`config.mk`:
```
export PLATFORM = sky130hd
export DESIGN_NAME = uart_channel_core
export DESIGN_NICKNAME = d
export VERILOG_FILES = /design/src/hdl/uart_channel_pkg.sv /design/src/hdl/uart_channel_core.sv
export VERILOG_INCLUDE_DIRS = /design/src /design/src/hdl
export SDC_FILE = /design/constraint.sdc
export NUM_CORES = 1
export LEC_CHECK = 0
export ABC_CLOCK_PERIOD_IN_PS = 9300
export BUFFER_PORTS_ARGS = -buffer_cell sky130_fd_sc_hd__buf_2
export CORE_UTILIZATION = 60
export CTS_BUF_LIST = sky130_fd_sc_hd__clkbuf_8
export DETAILED_ROUTE_END_ITERATION = 10
export PLACE_DENSITY_LB_ADDON = 0.1
export RECOVER_POWER = 50
export SYNTH_ARGS = -nofsm -noshare
export SYNTH_HDL_FRONTEND = slang
export SYNTH_SLANG_ARGS = --single-unit
export TNS_END_PERCENT = 50
```
`constraint.sdc`:
```
create_clock -name clk -period 9.3 [get_ports clk]
set_clock_uncertainty 0.2 [all_clocks]
set_input_delay 1.86 -clock clk [delete_from_list [all_inputs] [get_ports clk]]
set_output_delay 1.86 -clock clk [all_outputs]
set_load 0.02 [all_outputs]
```
`src/hdl/uart_channel_regs.svh`:
```
`ifndef UART_CHANNEL_REGS_SVH
`define UART_CHANNEL_REGS_SVH

// ----------------------------------------------------------------------
// Register byte offsets
// ----------------------------------------------------------------------
`define CLOCK_SELECT_OFS   8'h00
`define FRAME_CONFIG_OFS   8'h04
`define BIT_RATE_OFS       8'h08
`define CHANNEL_CTRL_OFS   8'h0c
`define TX_HOLDING_OFS     8'h10
`define RX_FIFO_OFS        8'h14
`define FLAG_OFS           8'h18
`define IRQ_ENABLE_OFS     8'h1c

// ----------------------------------------------------------------------
// Flag and enable bit positions
// ----------------------------------------------------------------------
`define TBE_BIT    0
`define RB1_BIT    1
`define RB2_BIT    2
`define OE_BIT     3
`define PE_BIT     4
`define FE_BIT     5
`define TEND_BIT   6
`define TX_BUSY_BIT   8
`define RX_BUSY_BIT   9

// ----------------------------------------------------------------------
// Control bit positions, reset values and infrared minimum low ticks
// ----------------------------------------------------------------------
`define CHANNEL_ENABLE_BIT 0
`define SOFT_RESET_BIT     1
`define CLOCK_SELECT_RST   9'h000
`define FRAME_CONFIG_RST   10'h000
`define BIT_RATE_RST       12'h000
`define TX_BUFFER_EMPTY_RST 1'b1
`define IR_MIN_LOW_TICKS   2'h3

`endif

```
`src/hdl/uart_channel_pkg.sv`:
```
package uart_channel_pkg;

  typedef enum logic [2:0] {
    TX_IDLE   = 3'b000,
    TX_START  = 3'b001,
    TX_DATA   = 3'b010,
    TX_PARITY = 3'b011,
    TX_STOP   = 3'b100
  } tx_state_t;

  typedef enum logic [2:0] {
    RX_IDLE   = 3'b000,
    RX_START  = 3'b001,
    RX_DATA   = 3'b010,
    RX_PARITY = 3'b011,
    RX_STOP   = 3'b100
  } rx_state_t;

  typedef struct packed {
    logic ir_rx_invert;
    logic ir_tx_invert;
    logic unused_7;
    logic input_pullup_en;
    logic output_open_drain;
    logic infrared_mode;
    logic char_length;
    logic parity_enable;
    logic parity_odd;
    logic stop_bits;
  } frame_cfg_t;

  typedef struct packed {
    logic [7:0] data;
    logic       framing_err;
    logic       parity_err;
  } rx_entry_t;

endpackage

```
`src/hdl/uart_channel_core.sv`:
```
// Operation
// A holding write starts sending; byte moves to shifter, buffer-empty sets.
// Frame is start, data LSB first, optional parity, stop bits; busy set.
// After stop, if holding empty, clear transmit busy and set done flag.
// Software writes next byte only when buffer-empty flag is 1.
// Low on input is start bit; set receive busy and shift in data.
// At stop sample clear receive busy and move byte into the FIFO.
// Two-entry FIFO; first byte sets one-full, second sets two-full.
// Software may read twice when two-full, else once per one-full.
// Infrared mode uses modulator and demodulator; control unchanged.
// Infrared low bit becomes inverted 3/16 pulse; optional extra invert.
// Infrared receive pulses stretched to full bit; optional input invert.
// Far infrared source keeps low pulses at least 3 operating cycles.
// Stop sampled 0 is framing error; byte stored, flag when readable.
// Error flag sets on store if FIFO empty, else on first-entry read.
// Parity mismatch stores byte and sets parity flag like framing flag.
// Byte arriving with FIFO full is dropped and overrun flag set.
// Done and overrun flags clear by writing 1 or software reset.
// Framing and parity flags clear by write 1, reset or reading byte.
// Interrupt asserted while any flag is set with its enable bit.
// Buffer-empty flag resets to 1 so enabling it interrupts at once.
// Software configures, soft-resets, enables, clears flags, enables irqs.
// Format: 7/8 data bits, 1/2 stop bits, parity even, odd or none.
// Bit time is (divisor+1)*16+fraction operating clock cycles.
// Receive data reads return the oldest FIFO byte first.
// Soft-reset bit resets control and flags, reads 1 then self-clears; here it resets flags and state but not control registers.
// Receiver samples bits at mid-period and confirms start at mid-bit.
// While disabled, transmitter and receiver idle, output high, no flags.
`timescale 1ns/1ps
`include "uart_channel_regs.svh"

module uart_channel_core (
  input  wire logic        clk,
  input  wire logic        rst,
  input  wire logic        ce,
  input  wire logic        psel,
  input  wire logic        penable,
  input  wire logic        pwrite,
  input  wire logic [7:0]  paddr,
  input  wire logic [31:0] pwdata,
  output logic      [31:0] prdata,
  output logic             pready,
  output logic             pslverr,
  input  wire logic        serial_in,
  output logic             serial_out,
  output logic             irq
);

  // --------------------------------------------------------------------
  // Registers and shared state
  // --------------------------------------------------------------------
  logic [8:0]                    clock_select_reg;
  uart_channel_pkg::frame_cfg_t  frame_config_reg;
  logic [11:0]                   bit_rate_reg;
  logic                          channel_enable;
  logic                          soft_reset_bit;
  logic [7:0]                    tx_holding_reg;
  logic [6:0]                    irq_enable_reg;
  logic                          tx_buffer_empty_flag;
  logic                          tx_done_flag;
  logic                          framing_err_flag;
  logic                          parity_err_flag;
  logic                          overrun_err_flag;
  logic                          tx_busy;
  logic                          rx_busy;
  uart_channel_pkg::rx_entry_t   fifo [2];
  logic [1:0]                    fifo_count;
  logic [2:0]                    div_cnt;
  logic [2:0]                    div_mask;
  logic                          op_tick;
  logic [12:0]                   bit_len;
  logic [12:0]                   rx_mid;
  logic [14:0]                   len_x3;
  logic [12:0]                   ir_pulse_len;
  logic                          srst;
  logic                          access;
  logic                          wr_done;
  logic                          rd_done;
  logic                          tx_write;
  logic                          rx_pop;
  logic                          flag_write;
  logic [31:0]                   next_prdata;
  logic [9:0]                    flag_view;
  logic                          rx_store;
  logic                          rx_fe;
  logic                          rx_pe;
  logic [7:0]                    rx_shift;

  assign access  = psel & penable & pready;
  assign wr_done = ce & access & pwrite;
  assign rd_done = ce & access & ~pwrite;
  assign tx_write   = wr_done & (paddr == `TX_HOLDING_OFS);
  assign flag_write = wr_done & (paddr == `FLAG_OFS);
  assign rx_pop     = rd_done & (paddr == `RX_FIFO_OFS) & (fifo_count != 2'd0);
  assign srst = rst | soft_reset_bit;

  // --------------------------------------------------------------------
  // Operating clock divider and bit timing
  // --------------------------------------------------------------------
  assign div_mask = 3'((4'h1 << clock_select_reg[5:4]) - 4'h1);
  assign op_tick  = ce & channel_enable & ((div_cnt & div_mask) == div_mask);
  // Bit time in operating clocks
  assign bit_len = {1'b0, 8'(bit_rate_reg[7:0]), 4'h0} + 13'h010
                   + 13'(bit_rate_reg[11:8]);
  assign rx_mid = bit_len >> 1;
  assign len_x3 = {2'b00, bit_len} + {1'b0, bit_len, 1'b0};
  assign ir_pulse_len = {2'b00, len_x3[14:4]} + 13'(len_x3[3:0] != 4'h0);

  always_ff @(posedge clk) begin
    if (rst || !channel_enable)
      div_cnt <= 3'h0;
    else if (ce)
      div_cnt <= div_cnt + 3'h1;
  end

  // --------------------------------------------------------------------
  // APB slave
  // --------------------------------------------------------------------
  always_comb begin
    flag_view = {rx_busy, tx_busy, 1'b0, tx_done_flag, framing_err_flag,
                 parity_err_flag, overrun_err_flag, fifo_count == 2'd2,
                 fifo_count != 2'd0, tx_buffer_empty_flag};
    case (paddr)
      `CLOCK_SELECT_OFS: next_prdata = {23'h0, clock_select_reg};
      `FRAME_CONFIG_OFS: next_prdata = {22'h0, frame_config_reg};
      `BIT_RATE_OFS:     next_prdata = {20'h0, bit_rate_reg};
      `CHANNEL_CTRL_OFS: next_prdata = {30'h0, soft_reset_bit, channel_enable};
      `TX_HOLDING_OFS:   next_prdata = {24'h0, tx_holding_reg};
      `RX_FIFO_OFS:      next_prdata = {24'h0, fifo[0].data};
      `FLAG_OFS:         next_prdata = {22'h0, flag_view};
      `IRQ_ENABLE_OFS:   next_prdata = {25'h0, irq_enable_reg};
      default:           next_prdata = 32'h0;
    endcase
  end

  always_ff @(posedge clk) begin
    if (rst) begin
      pready  <= 1'b0;
      prdata  <= 32'h0;
      pslverr <= 1'b0;
    end else if (ce) begin
      pready  <= psel & penable & ~pready;
      prdata  <= (psel & penable & ~pready & ~pwrite) ? next_prdata : 32'h0;
      pslverr <= psel & penable & ~pready & (paddr[1:0] != 2'b00 ||
                 paddr > `IRQ_ENABLE_OFS);
    end
  end

  always_ff @(posedge clk) begin
    if (rst) begin
      clock_select_reg <= `CLOCK_SELECT_RST;
      frame_config_reg <= `FRAME_CONFIG_RST;
      bit_rate_reg     <= `BIT_RATE_RST;
      channel_enable   <= 1'b0;
      irq_enable_reg   <= 7'h00;
    end else if (wr_done) begin
      case (paddr)
        `CLOCK_SELECT_OFS: if (!channel_enable) clock_select_reg <=
                             pwdata[8:0] & 9'h133;
        `FRAME_CONFIG_OFS: if (!channel_enable) frame_config_reg <=
                             pwdata[9:0] & 10'h37f;
        `BIT_RATE_OFS:     if (!channel_enable) bit_rate_reg <= pwdata[11:0];
        `CHANNEL_CTRL_OFS: channel_enable <= pwdata[`CHANNEL_ENABLE_BIT];
        `IRQ_ENABLE_OFS:   irq_enable_reg <= pwdata[6:0];
        default: ;
      endcase
    end
  end

  // Self-clearing software reset, reads 1 for one cycle
  always_ff @(posedge clk) begin
    if (rst)
      soft_reset_bit <= 1'b0;
    else if (ce)
      soft_reset_bit <= wr_done & (paddr == `CHANNEL_CTRL_OFS) &
                        pwdata[`SOFT_RESET_BIT];
  end

  // --------------------------------------------------------------------
  // Transmitter
  // --------------------------------------------------------------------
  uart_channel_pkg::tx_state_t tx_state;
  logic [7:0]  tx_shift;
  logic [12:0] tx_cnt;
  logic [2:0]  tx_bit;
  logic        tx_stop2;
  logic        tx_level;
  logic        tx_bit_end;
  logic        tx_load;
  logic        tx_parity;

  assign tx_bit_end = op_tick & (tx_cnt == bit_len - 13'h1);
  assign tx_load = ~tx_buffer_empty_flag & op_tick &
                   (tx_state == uart_channel_pkg::TX_IDLE ||
                    (tx_state == uart_channel_pkg::TX_STOP && tx_bit_end &&
                     (!frame_config_reg.stop_bits || tx_stop2)));
  assign tx_parity = ^(tx_shift & {frame_config_reg.char_length, 7'h7f}) ^
                     frame_config_reg.parity_odd;

  always_ff @(posedge clk) begin
    if (rst)
      tx_holding_reg <= 8'h00;
    else if (tx_write)
      tx_holding_reg <= pwdata[7:0];
  end

  // Buffer-empty flag: written byte moves on, flag returns to 1
  always_ff @(posedge clk) begin
    if (srst)
      tx_buffer_empty_flag <= `TX_BUFFER_EMPTY_RST;
    else if (tx_load)
      tx_buffer_empty_flag <= 1'b1;
    else if (tx_write)
      tx_buffer_empty_flag <= 1'b0;
  end

  always_ff @(posedge clk) begin
    if (srst || !channel_enable) begin
      tx_state <= uart_channel_pkg::TX_IDLE;
      tx_shift <= 8'h00;
      tx_cnt   <= 13'h0;
      tx_bit   <= 3'h0;
      tx_stop2 <= 1'b0;
      tx_busy  <= 1'b0;
    end else if (op_tick) begin
      tx_cnt <= tx_bit_end ? 13'h0 : tx_cnt + 13'h1;
      if (tx_load) begin
        tx_state <= uart_channel_pkg::TX_START;
        tx_shift <= tx_holding_reg;
        tx_cnt   <= 13'h0;
        tx_busy  <= 1'b1;
      end else if (tx_bit_end) begin
        case (tx_state)
          uart_channel_pkg::TX_START: begin
            tx_state <= uart_channel_pkg::TX_DATA;
            tx_bit   <= 3'h0;
          end
          uart_channel_pkg::TX_DATA: begin
            if (tx_bit == (frame_config_reg.char_length ? 3'h7 : 3'h6))
              tx_state <= frame_config_reg.parity_enable ?
                          uart_channel_pkg::TX_PARITY :
                          uart_channel_pkg::TX_STOP;
            tx_bit <= tx_bit + 3'h1;
            tx_stop2 <= 1'b0;
          end
          uart_channel_pkg::TX_PARITY: begin
            tx_state <= uart_channel_pkg::TX_STOP;
            tx_stop2 <= 1'b0;
          end
          uart_channel_pkg::TX_STOP: begin
            if (frame_config_reg.stop_bits && !tx_stop2) begin
              tx_stop2 <= 1'b1;
            end else begin
              tx_state <= uart_channel_pkg::TX_IDLE;
              tx_busy  <= 1'b0;
            end
          end
          default: tx_state <= uart_channel_pkg::TX_IDLE;
        endcase
      end
    end
  end

  always_comb begin
    case (tx_state)
      uart_channel_pkg::TX_START:  tx_level = 1'b0;
      uart_channel_pkg::TX_DATA:   tx_level = tx_shift[tx_bit];
      uart_channel_pkg::TX_PARITY: tx_level = tx_parity;
      default:                     tx_level = 1'b1;
    endcase
  end

  // Infrared mode sends a short inverted pulse per low bit
  always_ff @(posedge clk) begin
    if (rst)
      serial_out <= 1'b1;
    else if (ce) begin
      if (frame_config_reg.infrared_mode && channel_enable)
        serial_out <= (~tx_level & (tx_cnt < ir_pulse_len)) ^
                      frame_config_reg.ir_tx_invert;
      else
        serial_out <= tx_level | ~channel_enable;
    end
  end

  // --------------------------------------------------------------------
  // Infrared demodulator
  // --------------------------------------------------------------------
  logic        ir_in;
  logic [1:0]  ir_low_cnt;
  logic [12:0] ir_stretch;
  logic        rx_line;

  // Input invert ahead of demodulation
  assign ir_in = serial_in ^ frame_config_reg.ir_rx_invert;

  // Low pulse shorter than the minimum is ignored
  always_ff @(posedge clk) begin
    if (srst || !channel_enable) begin
      ir_low_cnt <= 2'h0;
      ir_stretch <= 13'h0;
    end else if (op_tick) begin
      ir_low_cnt <= ir_in ? 2'h0 :
                    (ir_low_cnt == `IR_MIN_LOW_TICKS) ? ir_low_cnt :
                    ir_low_cnt + 2'h1;
      if (!ir_in && ir_low_cnt == `IR_MIN_LOW_TICKS - 2'h1)
        ir_stretch <= bit_len - 13'h3;
      else if (ir_stretch != 13'h0)
        ir_stretch <= ir_stretch - 13'h1;
    end
  end

  assign rx_line = frame_config_reg.infrared_mode ?
                   (ir_stretch == 13'h0) : serial_in;

  // --------------------------------------------------------------------
  // Receiver
  // --------------------------------------------------------------------
  uart_channel_pkg::rx_state_t rx_state;
  logic [12:0] rx_cnt;
  logic [2:0]  rx_bit;
  logic        rx_par_bad;
  logic        rx_sample;

  // Sample point at mid-bit
  assign rx_sample = op_tick & (rx_cnt == rx_mid);

  always_ff @(posedge clk) begin
    if (srst || !channel_enable) begin
      rx_state   <= uart_channel_pkg::RX_IDLE;
      rx_cnt     <= 13'h0;
      rx_bit     <= 3'h0;
      rx_shift   <= 8'h00;
      rx_par_bad <= 1'b0;
      rx_busy    <= 1'b0;
      rx_store   <= 1'b0;
      rx_fe      <= 1'b0;
      rx_pe      <= 1'b0;
    end else if (ce) begin
      rx_store <= 1'b0;
      if (op_tick) begin
        rx_cnt <= (rx_cnt == bit_len - 13'h1) ? 13'h0 : rx_cnt + 13'h1;
        case (rx_state)
          uart_channel_pkg::RX_IDLE: begin
            rx_cnt <= 13'h0;
            if (!rx_line) begin
              rx_state <= uart_channel_pkg::RX_START;
              rx_busy  <= 1'b1;
              rx_cnt   <= 13'h1;
            end
          end
          uart_channel_pkg::RX_START: if (rx_sample) begin
            if (rx_line) begin
              rx_state <= uart_channel_pkg::RX_IDLE;
              rx_busy  <= 1'b0;
            end else begin
              rx_state   <= uart_channel_pkg::RX_DATA;
              rx_bit     <= 3'h0;
              rx_shift   <= 8'h00;
              rx_par_bad <= frame_config_reg.parity_odd;
            end
          end
          uart_channel_pkg::RX_DATA: if (rx_sample) begin
            rx_shift[rx_bit] <= rx_line;
            rx_par_bad <= rx_par_bad ^ rx_line;
            rx_bit <= rx_bit + 3'h1;
            if (rx_bit == (frame_config_reg.char_length ? 3'h7 : 3'h6))
              rx_state <= frame_config_reg.parity_enable ?
                          uart_channel_pkg::RX_PARITY :
                          uart_channel_pkg::RX_STOP;
          end
          uart_channel_pkg::RX_PARITY: if (rx_sample) begin
            rx_par_bad <= rx_par_bad ^ rx_line;
            rx_state   <= uart_channel_pkg::RX_STOP;
          end
          uart_channel_pkg::RX_STOP: if (rx_sample) begin
            rx_state <= uart_channel_pkg::RX_IDLE;
            rx_busy  <= 1'b0;
            rx_store <= 1'b1;
            rx_fe    <= ~rx_line;
            rx_pe    <= frame_config_reg.parity_enable & rx_par_bad;
          end
          default: rx_state <= uart_channel_pkg::RX_IDLE;
        endcase
      end
    end
  end

  // --------------------------------------------------------------------
  // Receive FIFO and error flags
  // --------------------------------------------------------------------
  logic push;
  logic fe_set;
  logic pe_set;
  uart_channel_pkg::rx_entry_t new_entry;

  assign new_entry = '{data: rx_shift, framing_err: rx_fe, parity_err: rx_pe};
  assign push = rx_store & (fifo_count != 2'd2);
  // Error becomes visible when its byte reaches the head
  assign fe_set = (push & rx_fe & (fifo_count == 2'd0 ||
                   (fifo_count == 2'd1 && rx_pop))) |
                  (rx_pop & (fifo_count == 2'd2) & fifo[1].framing_err);
  assign pe_set = (push & rx_pe & (fifo_count == 2'd0 ||
                   (fifo_count == 2'd1 && rx_pop))) |
                  (rx_pop & (fifo_count == 2'd2) & fifo[1].parity_err);

  always_ff @(posedge clk) begin
    if (srst) begin
      fifo_count <= 2'd0;
      fifo[0] <= '0;
      fifo[1] <= '0;
    end else if (ce) begin
      if (rx_pop)
        fifo[0] <= (fifo_count == 2'd2) ? fifo[1] : new_entry;
      case ({push, rx_pop})
        2'b10: begin
          fifo[fifo_count[0]] <= new_entry;
          fifo_count <= fifo_count + 2'd1;
        end
        2'b11: if (fifo_count == 2'd2) fifo[1] <= new_entry;
        2'b01: fifo_count <= fifo_count - 2'd1;
        default: ;
      endcase
    end
  end

  // Set wins over clear on every flag
  always_ff @(posedge clk) begin
    if (srst) begin
      framing_err_flag <= 1'b0;
      parity_err_flag  <= 1'b0;
    end else if (ce) begin
      framing_err_flag <= fe_set | (framing_err_flag &
        ~(flag_write & pwdata[`FE_BIT]) & ~(rx_pop & fifo[0].framing_err));
      parity_err_flag <= pe_set | (parity_err_flag &
        ~(flag_write & pwdata[`PE_BIT]) & ~(rx_pop & fifo[0].parity_err));
    end
  end

  // Done and overrun flags clear only by write 1 or reset
  always_ff @(posedge clk) begin
    if (srst) begin
      tx_done_flag     <= 1'b0;
      overrun_err_flag <= 1'b0;
    end else if (ce) begin
      tx_done_flag <= (tx_busy & tx_bit_end & ~tx_load &
                       tx_state == uart_channel_pkg::TX_STOP &&
                       (!frame_config_reg.stop_bits || tx_stop2)) |
                      (tx_done_flag & ~(flag_write & pwdata[`TEND_BIT]));
      overrun_err_flag <= (rx_store & (fifo_count == 2'd2)) |
                          (overrun_err_flag & ~(flag_write & pwdata[`OE_BIT]));
    end
  end

  // --------------------------------------------------------------------
  // Interrupt request
  // --------------------------------------------------------------------
  always_ff @(posedge clk) begin
    if (rst)
      irq <= 1'b0;
    else if (ce)
      irq <= |(flag_view[6:0] & irq_enable_reg);
  end

endmodule

```
=== Word-level counts from Yosys, hierarchy flattened ===
Memories as Yosys holds them, arrays and structs flattened.
Cells that the tools add are included.

* Flip-flop bits (word level): 165
* RAM bits: 20
* Bits of input ports: 47
* Output and inout bits: 36
* Word-level logic and storage cells: 330
* Memories kept: 1

* Add/subtract/negate cells: 16
* Magnitude comparators: 5
* Equality and inequality tests: 43
* Shift-type cells: 1
* Mux-type cells: 83
* Bitwise gates (word level): 76
* Reductions and logical operators: 61

{| class="wikitable"
|+ Memory list
! memory !! words !! bits a word !! rd ports !! clocked after memory_dff !! wr ports !! line !! text
|-
| fifo || 2 || 10 || 2 || 0 || 2 || uart_channel_core.sv:66 || <nowiki>uart_channel_pkg::rx_entry_t fifo [2];</nowiki>
|}

{| class="wikitable"
|+ Operators by type and width
! kind !! count
|-
| $pmux W12 S8 || 1
|-
| $mux W13 || 6
|-
| $and A1 B1 Y1 || 46
|-
| $mux W3 || 14
|-
| $mux W10 || 4
|-
| $mux W1 || 38
|-
| $eq A8 B5 Y1 const B || 4
|-
| $mux W32 || 1
|-
| $add A13 B1 Y13 const B || 2
|-
| $eq A13 B13 Y1 || 2
|-
| $sub A13 B1 Y13 const B || 2
|-
| $mux W8 || 3
|-
| $ne A2 B2 Y1 const B || 12
|-
| $reduce_bool A2 Y1 || 10
|-
| $eq A8 B4 Y1 const B || 2
|-
| $pmux W8 S2 || 1
|-
| $reduce_and A4 Y1 || 4
|-
| $add A13 B14 Y15 || 1
|-
| $pmux W3 S5 || 1
|-
| $reduce_and A2 Y1 || 7
|-
| $add A12 B5 Y13 const B || 1
|-
| $add A13 B4 Y13 || 1
|-
| $eq A13 B12 Y1 || 1
|-
| $logic_not A13 Y1 || 1
|-
| 53 further kinds || 120
|}

=== Longest topological paths before layout ===
* Word-level depth: 15
* Mapped depth: 23
* Depth with buffers taken out: 21

=== Worst setup path before layout ===
Ideal clock, no wire load.

* Kind: register to register
* From: register bit_rate_reg[0]
* To: register serial_out
* Setup time: 120 ps
* Data arrival time: 4855 ps
* Required time: 8980 ps
* Path slack: 4125 ps
* Stages on the path, launching flop included: 23
* Path buffers: 2
* Period minus slack after synthesis: 5175 ps
* Cell sequence: dfxtp_1 -> buf_2 -> inv_1 -> ha_1 -> clkbuf_1 -> inv_1 -> ha_1 -> a21o_1 -> or3_1 -> o22a_1 -> xnor2_1 -> or3_1 -> nor3_1 -> xor2_1 -> ha_1 -> a21o_1 -> a21oi_1 -> nor2b_1 -> a2111o_1 -> a31oi_1 -> a21bo_2 -> a21oi_1 -> o31a_1

* Cells in the longest elaborated chain, start to end: 8

{| class="wikitable"
|+ RTL lines
! item !! line !! text
|-
| from (decl) || uart_channel_core.sv:54 || <nowiki>logic [11:0] bit_rate_reg;</nowiki>
|-
| from (signal assigned) || uart_channel_core.sv:153 || <nowiki>bit_rate_reg <= `BIT_RATE_RST;</nowiki>
|-
| from (signal assigned) || uart_channel_core.sv:162 || <nowiki>`BIT_RATE_OFS: if (!channel_enable) bit_rate_reg <= pwdata[11:0];</nowiki>
|-
| $add A12 B5 Y13 || uart_channel_core.sv:103 || <nowiki>assign bit_len = {1'b0, 8'(bit_rate_reg[7:0]), 4'h0} + 13'h010</nowiki>
|-
| $add A13 B4 Y13 || uart_channel_core.sv:104 || <nowiki>+ 13'(bit_rate_reg[11:8]);</nowiki>
|-
| $add A13 B14 Y15 || uart_channel_core.sv:106 || <nowiki>assign len_x3 = {2'b00, bit_len} + {1'b0, bit_len, 1'b0};</nowiki>
|-
| $add A11 B1 Y12 || uart_channel_core.sv:107 || <nowiki>assign ir_pulse_len = {2'b00, len_x3[14:4]} + 13'(len_x3[3:0] != 4'h0);</nowiki>
|-
| $lt A13 B12 Y1 || uart_channel_core.sv:279 || <nowiki>serial_out <= (~tx_level & (tx_cnt < ir_pulse_len)) ^</nowiki>
|-
| $and A1 B1 Y1 || uart_channel_core.sv:279 ||
|-
| $xor A1 B1 Y1 || uart_channel_core.sv:279 ||
|-
| $mux W1 || uart_channel_core.sv:278 || <nowiki>if (frame_config_reg.infrared_mode && channel_enable)</nowiki>
|-
| to (signal assigned) || uart_channel_core.sv:279 ||
|-
| to (signal assigned) || uart_channel_core.sv:282 || <nowiki>serial_out <= tx_level | ~channel_enable;</nowiki>
|-
| to (decl) || uart_channel_core.sv:45 || <nowiki>output logic serial_out,</nowiki>
|}

No other way between the ends.
A chain may end at the register's enable or synchronous reset.

=== Worst setup path after layout ===
* From: input rst
* To: register rx_state[0]

* Cells in the longest elaborated chain, start to end: 2

{| class="wikitable"
|+ RTL lines
! item !! line !! text
|-
| from (decl) || uart_channel_core.sv:34 || <nowiki>input wire logic rst,</nowiki>
|-
| $or A1 B1 Y1 || uart_channel_core.sv:95 || <nowiki>assign srst = rst | soft_reset_bit;</nowiki>
|-
| $logic_or A1 B1 Y1 || uart_channel_core.sv:329 || <nowiki>if (srst || !channel_enable) begin</nowiki>
|-
| to (signal assigned) || uart_channel_core.sv:330 || <nowiki>rx_state <= uart_channel_pkg::RX_IDLE;</nowiki>
|-
| to (signal assigned) || uart_channel_core.sv:347 || <nowiki>rx_state <= uart_channel_pkg::RX_START;</nowiki>
|-
| to (signal assigned) || uart_channel_core.sv:354 || <nowiki>rx_state <= uart_channel_pkg::RX_IDLE;</nowiki>
|-
| to (decl) || uart_channel_core.sv:319 || <nowiki>uart_channel_pkg::rx_state_t rx_state;</nowiki>
|}

No other way between the ends.

==> impl_metrics.json <==
{
  "status": "finished, violations left",
  "violations": "capacitance limit, slew limit",
  "maxSlewHeadroom_pct": -77.90,
  "critPathRequiredTime_ps": 9360,
  "path_clk_slew_ps": 110,
  "p_comb_share_pct": 2.9,
  "yosysSeqAreaShare_pct": 32.81,
  "cpMostUsedCell": "clkbuf_1",
  "drive_above_1_share_pct": 7.402,
  "grt_pass1_wl_mm": 43.04,
  "synth_area_leaders": "dfxtp_1 27%, ha_1 6.1%, edfxtp_1 5.6%",
  "grt_pass1_vias": 8195,
  "grt_antenna_before_repair": 0,
  "chipWidth_um": 135.4,
  "drt_iter0_drc": 894,
  "switching_share_pct": 27.33,
  "grt_max_degree": 63,
  "track_usage_pct": 30.54,
  "largest_reg_flops": 20,
  "pwr-share-clk_pct": 40.5,
  "max_stage_delay_ps": 1880,
  "hold_buffers": 0,
  "syn_area_per_cell_um2": 8.343,
  "seq_power_share_pct": 56.6,
  "ys_seq_elements": 165,
  "num_vias": 9199,
  "overflow": 0,
  "fin_crit_ps": 6753,
  "drc_errors": 0,
  "core_area_mm2": 0.01736,
  "postCtsSetupBuffers": 0,
  "crit_type": "primary input to register",
  "crit_buf_inv": 3,
  "regMostFlops": "fifo",
  "area_growth_pct": 5.682,
  "dp_hpwl_mm": 20.02,
  "leakagePower_nw": 4.094,
  "ctsRootBufferMaster": "clkbuf_8",
  "yosys_warnings": 0,
  "ioPinCount": 83,
  "period_share_pct": 72.62,
  "cts.htree.levels": 4,
  "insertion_delay_ps": 470,
  "portBuffers": 42,
  "cts_buffer_depth": 2,
  "cts_tree": "done",
  "syn_area_mm2": 0.01068,
  "yosysTopAreaCell": "dfxtp_1",
  "wl_per_cell_um": 18.04,
  "syn_inst": 1280,
  "die_area_mm2": 0.01834,
  "synth.top_cell.area_share_pct": 27.18,
  "cts_buffers": 17,
  "viasPerCell": 6.044,
  "rows": 48,
  "cts_resized": 0,
  "synthArstFlopShare_pct": 0,
  "final_nets": 1384,
  "tightest_slew_ps": 2669,
  "drt-total-wl_mm": 27.46,
  "cap_violations": 3,
  "synthDistinctLibCells": 90,
  "initial_utilization_pct": 61.53,
  "power_mw": 1.287,
  "synth_edf_count": 20,
  "endpoint_kind": "register",
  "clock.fmax_ghz": 0.1481,
  "powerDensity_mw_per_mm2": 114.1,
  "antenna_left": 0,
  "hold_viol": 0,
  "fin_util_pct": 65.02,
  "first_pass_iters": 5,
  "worstPathCellList": "buf_2 -> clkbuf_1 -> nor2_1 -> nand2_1 -> clkbuf_1 -> o22ai_1",
  "peakVddDrop_mv": 0.1190,
  "intPower_uw": 935.6,
  "gp_congestion": 0.9135,
  "rsz0062_at_grt": "no",
  "cp.arrival_ps": 6820,
  "slew_viol_final": 144,
  "pre_cts_slack_ps": 3460,
  "startpoint_type": "primary input",
  "holdCritPathClass": "register to register",
  "p_switching_uw": 351.9,
  "setup_viol": 0,
  "critical_path.slowest_cell": "clkbuf_1",
  "ys.flop_type": "dfxtp_1",
  "fin_ws_ps": 2547,
  "numClockSinks": 165,
  "antennaDiodeCount": 0,
  "crit_fanout": 62,
  "tns_ps": 0,
  "fp.dieH_um": 135.4,
  "cp_top_family": "buffers and inverters"
}
-- synthesized netlist by cell type (5+ instances only) --
library cell    n
nor4_1         10
xnor2_1        62
nand4_1        26
o211ai_1        5
dfxtp_1       145
nand2_1       144
and2_1         23
or3_1          12
a211oi_1       10
o21ai_0        43
buf_4          20
nand2b_1       17
o21ai_1        10
a21oi_1        95
nor3_1         36
o22ai_1         5
nand3_1        48
a31oi_1        20
nor2b_1        13
nor3b_1         6
a22oi_1        34
ha_1           52
xnor3_1        14
xor2_1         36
and3_1         11
nor2_1        121
xnor2_2         5
inv_1          40
a21o_1          7
buf_2           9
edfxtp_1       20
clkbuf_1       56
mux2i_1        31
-- worst paths after layout --
path | start | cells after the start | to | slack, ps
min | frame_config_reg[5]$_SDFFE_PP0P_ | 2 | frame_config_reg[5]$_SDFFE_PP0P_ | 260
min reg2reg | frame_config_reg[5]$_SDFFE_PP0P_ | 2 | frame_config_reg[5]$_SDFFE_PP0P_ | 260
max | rst | 6 | rx_state[0]$_SDFFE_PP0P_ | 2550
max reg2reg | bit_rate_reg[0]$_SDFFE_PP0P_ | 21 | serial_out$_SDFFE_PP1P_ | 3380
-- through the flow --
step                      instances  hold slack, ps  area, µm²
after floorplan                1299           236.0      10750
after global placement         1490           243.5      10920
after detailed placement       1490           249.7      10920
after CTS                      1522           264.0      11320
after global routing           1522           291.8      11290
final                          1522           263.7      11290
-- power by group through the flow --
stage / clock, mW / sequential, mW / combinational (mW)
final: 0.522 / 0.728 / 0.0370
after global routing: 0.559 / 0.729 / 0.0398
after CTS: 0.529 / 0.728 / 0.0370
after detailed placement: 0 / 0.745 / 0.0369
after global placement: 0 / 0.745 / 0.0369
after floorplan: 0 / 0.743 / 0.0269
-- area by class of cell --
class | instances | area (µm²)
multi-input cells | 1004 | 6678
fillers | 1542 | 6071
flip-flops and latches | 165 | 3503
well taps | 225 | 281.5
repair buffers | 54 | 269.0
clock buffers | 17 | 234.0
clock inverters | 15 | 162.7
inverters | 42 | 157.7
-- logic make-up (layout without fill, tap and decap cells) --
| logic type | Yosys count | count (layout) | synth area share, % |
|---|---|---|---|
| DFF | 165 | 165 | 32.81 |
| and+or+nand+nor | 500 | 500 | 23.10 |
| xor gates and xnor gates | 120 | 120 | 12.35 |
| AOI/OAI and AO/OA | 277 | 277 | 16.54 |
| muxes | 34 | 34 | 3.433 |
| adders and majority gates | 53 | 53 | 6.280 |
| other | 1 | 20 | 0.03512 |
| buffers and inverters | 130 | 128 | 5.448 |
-- metal layers --
layer | up-vias | GRT usage, % | wire, µm
met5 | - | 0 | 0
met4 | 0 | 9.800 | 659
met3 | 48 | 4.976 | 1375
met2 | 302 | 50.68 | 13090
met1 | 4331 | 40.46 | 12340
li1 | 4518 | - | -
-- worst register-to-register path, delay by kind of cell (launching register included) --
kind                       cells  cell delay (ps)
AOI/OAI and AO/OA              9             1990
xor gates and xnor gates       3              910
adders and majority gates      3              970
buffers and inverters          2              370
DFF                            1              360
and+or+nand+nor                4             1010
-- layout by cell type, fill, tap and decap left out, types with 7 or more instances in the layout --
master / n
dfxtp_1: 145
nand2_1: 144
nor2_1: 121
a21oi_1: 95
xnor2_1: 62
ha_1: 52
nand3_1: 48
o21ai_0: 42
inv_1: 40
xor2_1: 36
nor3_1: 36
a22oi_1: 34
mux2i_1: 31
nand4_1: 26
buf_2: 26
and2_1: 23
a31oi_1: 20
conb_1: 20
edfxtp_1: 20
clkbuf_1: 19
nand2b_1: 17
clkbuf_8: 17
xnor3_1: 14
nor2b_1: 13
or3_1: 12
and3_1: 11
o21ai_1: 11
a211oi_1: 10
buf_4: 9
nor4_1: 8
a21o_1: 7
Power figures use the tool's default switching activity.
